File: config.mk
export PLATFORM = sky130hd
export DESIGN_NAME = uart_line_ctrl
export DESIGN_NICKNAME = d
export VERILOG_FILES = /design/src/rtl/uart_line_ctrl.v
export VERILOG_INCLUDE_DIRS = /design/src /design/src/rtl
export SDC_FILE = /design/constraint.sdc
export NUM_CORES = 1
export LEC_CHECK = 0
export BUFFER_PORTS_ARGS = -buffer_cell sky130_fd_sc_hd__buf_4
export CAP_MARGIN = 30
export CORE_AREA = 2 2 196 198
export CTS_CLUSTER_DIAMETER = 30
export DETAILED_ROUTE_END_ITERATION = 16
export DIE_AREA = 0 0 198 200
export PLACE_DENSITY = 0.88
export SLEW_MARGIN = 10
export SYNTH_ARGS = -nofsm -noshare
export SYNTH_HDL_FRONTEND = slang
export SYNTH_SLANG_ARGS = --single-unit
File: constraint.sdc
create_clock -name pclk -period 10.5 [get_ports pclk]
set_input_delay 2.1 -clock pclk [delete_from_list [all_inputs] [get_ports pclk]]
set_output_delay 2.1 -clock pclk [all_outputs]
set_load 0.01 [all_outputs]
File: src/rtl/uart_line_defs.vh
// register offsets, field positions, reset values and sizes for the uart line block
`ifndef UART_LINE_DEFS_VH
`define UART_LINE_DEFS_VH
`define OFS_DATA        12'h000
`define OFS_IRQ_EN      12'h004
`define OFS_FIFO_CTRL   12'h008
`define OFS_LINE_CTRL   12'h00C
`define OFS_STATUS      12'h01C
`define FC_QUEUE_EN     0
`define FC_RX_FLUSH     1
`define FC_TX_FLUSH     2
`define FC_DMA_SEL      3
`define LC_DIV_ACCESS   7
`define LC_BREAK        6
`define LC_FIXED_PAR    5
`define LC_EVEN_PAR     4
`define LC_PAR_EN       3
`define LC_STOP_CNT     2
`define LC_RESET        8'h00
`define DIV_RESET       16'h0001
`define QUEUE_DEPTH     16
`define PTR_W           5
`define TX_IDLE         2'h0
`define TX_SHIFT        2'h1
`define TX_STOP         2'h2
`define RX_IDLE         2'h0
`define RX_START        2'h1
`define RX_DATA         2'h2
`define RX_STOP         2'h3
`endif

File: src/rtl/uart_line_ctrl.v
// uart queue control, line format control, transmitter and receiver with apb registers
`timescale 1ns/100ps
`include "uart_line_defs.vh"
module uart_line_ctrl (
  // apb
  input  wire        pclk,
  input  wire        presetn,
  input  wire        psel,
  input  wire        penable,
  input  wire        pwrite,
  input  wire [11:0] paddr,
  input  wire [31:0] pwdata,
  output reg  [31:0] prdata,
  output reg         pready,
  output reg         pslverr,
  // serial line
  input  wire        serial_in,
  output reg         serial_out,
  // queue flush pulses
  output reg         tx_flush_pulse,
  output reg         rx_flush_pulse
);

  // parity value for the character; fixed parity overrides the computed one
  function par_fn;
    input [7:0] d;
    input [7:0] fmt;
    reg   [7:0] m;
    begin
      m = 8'hFF >> (2'd3 - fmt[1:0]);
      if (fmt[`LC_FIXED_PAR])
        par_fn = ~fmt[`LC_EVEN_PAR];
      else
        par_fn = (^(d & m)) ^ ~fmt[`LC_EVEN_PAR];
    end
  endfunction

  reg  [7:0]  lcr_q;
  reg  [7:0]  irq_en_q;
  reg  [15:0] div_q;
  reg  [7:0]  txq_mem [0:`QUEUE_DEPTH-1];
  reg  [9:0]  rxq_mem [0:`QUEUE_DEPTH-1];
  reg  [4:0]  tx_wp_q, tx_rp_q, rx_wp_q, rx_rp_q;
  reg  [1:0]  tx_st_q, rx_st_q;
  reg  [17:0] tx_tmr_q, rx_tmr_q;
  reg  [9:0]  tx_sh_q;
  reg  [3:0]  tx_bits_q, rx_bits_q;
  reg  [1:0]  tx_stop_q;
  reg  [8:0]  rx_sh_q;
  reg  [7:0]  rx_fmt_q;
  reg         rx_in_q;

  wire        wr_acc   = psel & penable & pwrite;
  wire        rd_acc   = psel & penable & ~pwrite;
  wire        setup    = psel & ~penable;
  wire        div_sel  = lcr_q[`LC_DIV_ACCESS];
  wire [15:0] div_eff  = (div_q == 16'h0000) ? 16'h0001 : div_q;
  wire [17:0] bit_time = {1'b0, div_eff, 1'b0} - 18'h00001;
  wire [4:0]  tx_lvl   = tx_wp_q - tx_rp_q;
  wire [4:0]  rx_lvl   = rx_wp_q - rx_rp_q;
  wire        tx_full  = (tx_lvl == 5'h10);
  wire        rx_full  = (rx_lvl == 5'h10);
  wire        tx_empty = (tx_lvl == 5'h00);
  wire        rx_empty = (rx_lvl == 5'h00);
  wire        hit_data = (paddr == `OFS_DATA);
  wire        hit_irq  = (paddr == `OFS_IRQ_EN);
  wire        hit_fc   = (paddr == `OFS_FIFO_CTRL);
  wire        hit_lc   = (paddr == `OFS_LINE_CTRL);
  wire        hit_st   = (paddr == `OFS_STATUS);
  wire        mapped   = hit_data | hit_irq | hit_fc | hit_lc | hit_st;
  wire        tx_push  = wr_acc & hit_data & ~div_sel & ~tx_full;
  wire        rx_pop   = rd_acc & hit_data & ~div_sel & ~rx_empty;
  wire        tx_start = (tx_st_q == `TX_IDLE) & ~tx_empty;
  wire        tx_tick  = (tx_tmr_q == 18'h00000);
  wire        rx_tick  = (rx_tmr_q == 18'h00000);
  wire        rx_push  = (rx_st_q == `RX_STOP) & rx_tick & ~rx_full;

  // frame being loaded: data, optional parity above the last data bit
  wire [7:0]  tx_fmt   = lcr_q;
  wire [7:0]  tx_mask  = 8'hFF >> (2'd3 - tx_fmt[1:0]);
  wire [7:0]  tx_dat   = txq_mem[tx_rp_q[3:0]] & tx_mask;
  wire [8:0]  tx_par   = {8'h00, par_fn(tx_dat, tx_fmt)} << ({2'b00, tx_fmt[1:0]} + 4'h5);
  wire [3:0]  tx_nbits = 4'd6 + {2'b00, tx_fmt[1:0]} + {3'b000, tx_fmt[`LC_PAR_EN]};
  // unused bits above the frame are mark, else a short frame shifts a 0 stop bit
  wire [8:0]  tx_fill  = 9'h1FF << (tx_nbits - 4'h1);

  // received bits sit at the top of the shifter; align them down
  wire [3:0]  rx_n     = 4'd5 + {2'b00, rx_fmt_q[1:0]} + {3'b000, rx_fmt_q[`LC_PAR_EN]};
  wire [8:0]  rx_al    = rx_sh_q >> (4'd9 - rx_n);
  wire [7:0]  rx_dat   = rx_al[7:0] & (8'hFF >> (2'd3 - rx_fmt_q[1:0]));
  wire        rx_pbit  = rx_al[{2'b00, rx_fmt_q[1:0]} + 4'h5];
  wire        rx_perr  = rx_fmt_q[`LC_PAR_EN] & (rx_pbit != par_fn(rx_dat, rx_fmt_q));

  // apb slave: zero wait states, read data prepared in the setup phase
  always @(posedge pclk or negedge presetn) begin
    if (!presetn) begin
      prdata  <= 32'h00000000;
      pready  <= 1'b0;
      pslverr <= 1'b0;
    end else begin
      pready <= 1'b1;
      if (setup) begin
        pslverr <= ~mapped;
        prdata  <= 32'h00000000;
        if (hit_data)
          prdata <= div_sel ? {24'h000000, div_q[7:0]} :
                              {24'h000000, rxq_mem[rx_rp_q[3:0]][7:0]};
        if (hit_irq)
          prdata <= div_sel ? {24'h000000, div_q[15:8]} : {24'h000000, irq_en_q};
        if (hit_fc)
          prdata <= {29'h00000000, tx_flush_pulse, rx_flush_pulse, 1'b1};
        if (hit_lc)
          prdata <= {24'h000000, lcr_q};
        if (hit_st)
          prdata <= {16'h0000, rx_lvl, tx_lvl, 3'h0, (tx_st_q != `TX_IDLE),
                     rxq_mem[rx_rp_q[3:0]][9:8] & {2{~rx_empty}}};
      end
    end
  end

  // control registers; dma select and queue enable are not stored
  always @(posedge pclk or negedge presetn) begin
    if (!presetn) begin
      lcr_q          <= `LC_RESET;
      irq_en_q       <= 8'h00;
      div_q          <= `DIV_RESET;
      tx_flush_pulse <= 1'b0;
      rx_flush_pulse <= 1'b0;
    end else begin
      tx_flush_pulse <= 1'b0;
      rx_flush_pulse <= 1'b0;
      if (wr_acc) begin
        if (hit_lc)
          lcr_q <= pwdata[7:0];
        if (hit_data & div_sel)
          div_q[7:0] <= pwdata[7:0];
        if (hit_irq & div_sel)
          div_q[15:8] <= pwdata[7:0];
        if (hit_irq & ~div_sel)
          irq_en_q <= pwdata[7:0];
        if (hit_fc & pwdata[`FC_QUEUE_EN]) begin
          tx_flush_pulse <= pwdata[`FC_TX_FLUSH];
          rx_flush_pulse <= pwdata[`FC_RX_FLUSH];
        end
      end
    end
  end

  // transmit and receive queue storage
  always @(posedge pclk) begin
    if (tx_push)
      txq_mem[tx_wp_q[3:0]] <= pwdata[7:0];
    if (rx_push)
      rxq_mem[rx_wp_q[3:0]] <= {rx_perr, ~serial_in, rx_dat};
  end

  // queue pointers; a flush pulse empties the queue on the next edge
  always @(posedge pclk or negedge presetn) begin
    if (!presetn) begin
      tx_wp_q <= 5'h00;
      tx_rp_q <= 5'h00;
      rx_wp_q <= 5'h00;
      rx_rp_q <= 5'h00;
    end else begin
      if (tx_flush_pulse) begin
        tx_wp_q <= 5'h00;
        tx_rp_q <= 5'h00;
      end else begin
        if (tx_push)
          tx_wp_q <= tx_wp_q + 5'h01;
        if (tx_start)
          tx_rp_q <= tx_rp_q + 5'h01;
      end
      if (rx_flush_pulse) begin
        rx_wp_q <= 5'h00;
        rx_rp_q <= 5'h00;
      end else begin
        if (rx_push)
          rx_wp_q <= rx_wp_q + 5'h01;
        if (rx_pop)
          rx_rp_q <= rx_rp_q + 5'h01;
      end
    end
  end

  // transmitter; bit time is twice the divisor so 1.5 stop is exact
  always @(posedge pclk or negedge presetn) begin
    if (!presetn) begin
      tx_st_q   <= `TX_IDLE;
      tx_tmr_q  <= 18'h00000;
      tx_sh_q   <= 10'h3FF;
      tx_bits_q <= 4'h0;
      tx_stop_q <= 2'h0;
    end else begin
      case (tx_st_q)
        `TX_IDLE: begin
          tx_sh_q <= 10'h3FF;
          if (tx_start) begin
            tx_sh_q   <= {(tx_fmt[`LC_PAR_EN] ? tx_par : 9'h000) | {1'b0, tx_dat} | tx_fill,
                          1'b0};
            tx_bits_q <= tx_nbits;
            tx_stop_q <= ~tx_fmt[`LC_STOP_CNT] ? 2'd2 :
                         ((tx_fmt[1:0] == 2'b00) ? 2'd3 : 2'd0);
            tx_tmr_q  <= bit_time;
            tx_st_q   <= `TX_SHIFT;
          end
        end
        `TX_SHIFT: begin
          tx_tmr_q <= tx_tmr_q - 18'h00001;
          if (tx_tick) begin
            tx_sh_q   <= {1'b1, tx_sh_q[9:1]};
            tx_bits_q <= tx_bits_q - 4'h1;
            tx_tmr_q  <= bit_time;
            if (tx_bits_q == 4'h1) begin
              // stop count 0 here means four half bits
              tx_tmr_q <= {div_eff, 2'b00} - 18'h00001;
              if (tx_stop_q != 2'd0)
                tx_tmr_q <= ({2'b00, div_eff} * {16'h0000, tx_stop_q}) - 18'h00001;
              tx_st_q  <= `TX_STOP;
            end
          end
        end
        `TX_STOP: begin
          tx_tmr_q <= tx_tmr_q - 18'h00001;
          if (tx_tick)
            tx_st_q <= `TX_IDLE;
        end
        default: tx_st_q <= `TX_IDLE;
      endcase
    end
  end

  // pin driver: break overrides only the pin, the shifter runs on
  always @(posedge pclk or negedge presetn) begin
    if (!presetn)
      serial_out <= 1'b1;
    else
      serial_out <= lcr_q[`LC_BREAK] ? 1'b0 : tx_sh_q[0];
  end

  // receiver; samples each bit in its middle, format latched at start
  always @(posedge pclk or negedge presetn) begin
    if (!presetn) begin
      rx_st_q   <= `RX_IDLE;
      rx_tmr_q  <= 18'h00000;
      rx_sh_q   <= 9'h000;
      rx_bits_q <= 4'h0;
      rx_fmt_q  <= `LC_RESET;
      rx_in_q   <= 1'b1;
    end else begin
      rx_in_q <= serial_in;
      case (rx_st_q)
        `RX_IDLE: begin
          if (rx_in_q & ~serial_in) begin
            rx_fmt_q <= lcr_q;
            rx_tmr_q <= {2'b00, div_eff} - 18'h00001;
            rx_st_q  <= `RX_START;
          end
        end
        `RX_START: begin
          rx_tmr_q <= rx_tmr_q - 18'h00001;
          if (rx_tick) begin
            rx_tmr_q  <= bit_time;
            rx_bits_q <= rx_n;
            rx_st_q   <= serial_in ? `RX_IDLE : `RX_DATA;
          end
        end
        `RX_DATA: begin
          rx_tmr_q <= rx_tmr_q - 18'h00001;
          if (rx_tick) begin
            rx_sh_q   <= {serial_in, rx_sh_q[8:1]};
            rx_bits_q <= rx_bits_q - 4'h1;
            rx_tmr_q  <= bit_time;
            if (rx_bits_q == 4'h1)
              rx_st_q <= `RX_STOP;
          end
        end
        `RX_STOP: begin
          rx_tmr_q <= rx_tmr_q - 18'h00001;
          if (rx_tick)
            rx_st_q <= `RX_IDLE;
        end
        default: rx_st_q <= `RX_IDLE;
      endcase
    end
  end

endmodule // uart_line_ctrl

==> impl_metrics.csv <==
group,metric,value,unit
final_layout,area_growth,16.6,%
setup_path,endpoint_kind,"register",
timing,worst_pin_slew,0.947,ns
timing,timing.fmax,185,MHz
timing,setup_ws,5.09,ns
clock_tree,clk_pin_slew_worst_paths,0.05,ns
setup_path,cp-start-kind,"register",
synth,yosys_register_bits,436,
clock_tree,h-tree-depth,3,
floorplan,pin_count,87,
setup_path,cp_data_required_time,10.97,ns
pwr,power.internal,4070,uW
clock_tree,max-clock-path-buffers,3,
synth,synth_area,0.0222,mm2
timing,relSlewSlack,36.8,%
route,wl_met2,29900,um
clock_tree,post-cts-setup-buffers,0,
floorplan,initial_utilization,59.5,%
run_status,status,"complete, no violations",
route,post_drt_wl_per_cell,24.9,um
clock_tree,cts.sinks,436,
route,dr.pass1.iters,6,
global_route,grt_pass1_wl,93600,um
placement,pre_cts_ws,4.37,ns
route,drt-total-wl,60600,um
route,vias_per_cell,6.66,
pwr,p_leak,0.00965,uW
clock_tree,cts_resized,0,
clock_tree,ctsRootBufferMaster,"clkbuf_16",
synth,ys_seq_area_share,55.6,%
pwr,comb_power_share,17.6,%
timing,final.setup.tns,0,ns
final_layout,nets,1974,
timing,fin_crit_sh,51.5,%
route,topRoutingLayerUsed,"met4",
global_route,grt_pass1_vias,16400,
synth,ys_types,82,
timing,slew_viol_final,0,
floorplan,die_y,200,um
placement,placed_cells,2264,
pwr,clkPwrFrac,48.3,%
synth,synthFlopType,"edfxtp_1",
route,final_antenna_net_count,0,
synth,synth_edf_count,288,
route,met3_length,6440,um
pwr,power_frac_seq,34.1,%
placement,port_buffers,46,
timing,rsz0062_at_grt,"no",
final_layout,layout-drive-gt1-share,20.2,%
route,met1_length,20900,um
floorplan,coreArea,0.0374,mm2
timing,period_minus_slack,5.41,ns
setup_path,cp_max_fo,9,
final_layout,final_cells,2431,
min_path,min_path_type,"reg2reg",
timing,finalHoldViolations,0,
global_route,antenna_found_initial,2,
synth,async_flop_share,33.9,%
setup_path,arrival,5.87,ns
run,drv_cap,0,
global_route,overflow,0,
clock_tree,cts_buffers,83,
route,dr_total_vias,16200,
route,drc,0,
setup_path,crit_type,"reg2reg",
timing,skew,0.0423,ns
timing,hold_slack,0.462,ns
floorplan,die_w,198,um
synth,avgSynthCellArea,12.5,um2
pwr,switching_share,28.7,%
clock_tree,cts_tree,"yes",
timing,setup_viol,0,
clock_tree,insertion_delay,0.64,ns
global_route,grt_use_total,31.5,%
synth,yosysWarnings,0,
pwr,switching_power,1640,uW
clock_tree,cts_hold_buf,0,
placement,dp_hpwl,35600,um
route,drtIter0Drc,2267,
global_route,grt_max_degree,78,
floorplan,num_rows,71,
pwr,ir_drop,0.209,mV
floorplan,die_area,0.0396,mm2
synth,synth_cells,1779,
placement,place.gp.congestion,0.914,
pwr,power.density,220,mW/mm2
-- Yosys cell counts, types with 13 or more instances --
| cell type | instances | area, um2 |
|---|---|---|
| or3_1 | 16 | 100 |
| xor2_1 | 24 | 210 |
| edfxtp_1 | 288 | 8650 |
| nand2_1 | 176 | 661 |
| nor2_1 | 107 | 402 |
| inv_1 | 90 | 338 |
| nand2b_1 | 16 | 100 |
| xnor2_1 | 53 | 464 |
| o22ai_1 | 26 | 163 |
| a31oi_1 | 16 | 100 |
| mux2i_1 | 36 | 360 |
| dfstp_2 | 13 | 342 |
| clkbuf_1 | 65 | 244 |
| a21o_1 | 16 | 120 |
| dfrtp_1 | 135 | 3380 |
| ha_1 | 73 | 913 |
| mux2_2 | 47 | 529 |
| nand3_1 | 25 | 125 |
| buf_4 | 16 | 120 |
| and2_1 | 22 | 138 |
| mux4_2 | 88 | 1980 |
| a211oi_1 | 15 | 113 |
| a21oi_1 | 78 | 390 |
| o21ai_0 | 94 | 470 |
| nor3_1 | 46 | 230 |
| o31ai_1 | 17 | 128 |
-- worst paths after layout --
| check | start | to | slack (ns) | cells after the start |
|---|---|---|---|---|
| worst max register to register | div_q[12] | tx_tmr_q[14] | 5.09 | 17 |
| max in group asynchronous | presetn | rx_in_q | 7.68 | 3 |
| worst min register to register | tx_sh_q[0] | tx_sh_q[0] | 0.46 | 2 |
| worst max-delay path | div_q[12] | tx_tmr_q[14] | 5.09 | 17 |
| min in group asynchronous | presetn | pslverr | 1.54 | 1 |
| worst min-delay path | tx_sh_q[0] | tx_sh_q[0] | 0.46 | 2 |
-- final cells by class --
class,instances,area [um2]
antenna,3,7.51
timing repair buffer,72,564
fill,2224,11500
inverter,91,342
clock inverter,55,682
multi-input combinational,1162,9080
sequential,436,12400
tap,511,639
clock buffer,101,2240
-- power by group through the flow --
stage               registers, uW  logic (uW)  clock network, uW
floorplan                    1960         790                  0
detailed placement           1980         963                  0
finish                       1950        1000               2750
global route                 1950        1090               2840
global placement             1970         930                  0
CTS                          1950         989               2760
-- flip-flops by register name (all words and copies together) (netlist names), 8 cells and up, named ones only --
signal and flops:
rxq_mem 160, txq_mem 128, rx_tmr_q 18, tx_tmr_q 18, div_q 16, prdata 16, tx_sh_q 10, rx_sh_q 9
irq_en_q 8, lcr_q 8
-- cell usage in the layout, fill, tap and decap left out, types with 10 or more instances in the layout --
cell	instances
inv_1	90
dfstp_2	13
ha_1	73
conb_1	17
mux2i_1	36
nand2_1	176
and2_1	22
xnor2_1	53
a211oi_1	15
dfrtp_1	133
nor2_1	107
mux4_2	88
buf_4	64
nand2b_1	16
clkbuf_1	10
nor2b_1	11
nor3_1	45
a31oi_1	16
clkinv_2	12
o31ai_1	17
xor2_1	24
edfxtp_1	288
a21oi_1	77
or2_2	10
o21ai_0	94
o22ai_1	26
nand3_1	25
clkbuf_16	84
nand4_1	11
or3_1	16
mux2_2	47
a21o_1	16
-- critical path, cell delays in order (launching register included) --
cell	delay [ns]
dfrtp_1	0.49
or4_1	0.62
nor4_1	0.62
a41oi_1	0.21
buf_4	0.23
nand2b_1	0.15
ha_1	0.25
inv_1	0.07
ha_1	0.22
a21o_1	0.18
a21oi_1	0.27
o21ai_0	0.19
a2111oi_0	0.82
o31ai_1	0.25
xor2_1	0.20
a21oi_1	0.25
a21oi_1	0.10
a2bb2oi_1	0.15
-- cell families (layout without fill, tap and decap cells) --
logic type      after synthesis  in the layout  share of synthesized area, %
simple gates                487            487                          10.4
flops                       436            436                          55.6
compound gates              329            329                          9.27
buf+inv                     196            319                          3.83
mux                         174            174                          13.2
fa+ha+maj                    78             78                          4.56
xor+xnor                     77             77                          3.03
other cells                   2             20                        0.0338
-- routing by layer --
layer,up-vias,GRT usage [%]
met2,1239,53.7
met5,-,0
met4,0,17.3
met3,282,7.59
met1,7875,37.2
li1,6785,-
-- stage by stage --
stage	util, %	instance area [um2]	total power, uW
3_3_place_gp	61.2	22900	2900
5_1_grt	69.3	25900	5890
3_5_place_dp	61.3	22900	2940
2_1_floorplan	-	22300	2750
6_report	69.3	25900	5710
4_1_cts	69.1	25800	5700
Note: power is estimated with default switching activity, not from simulation.
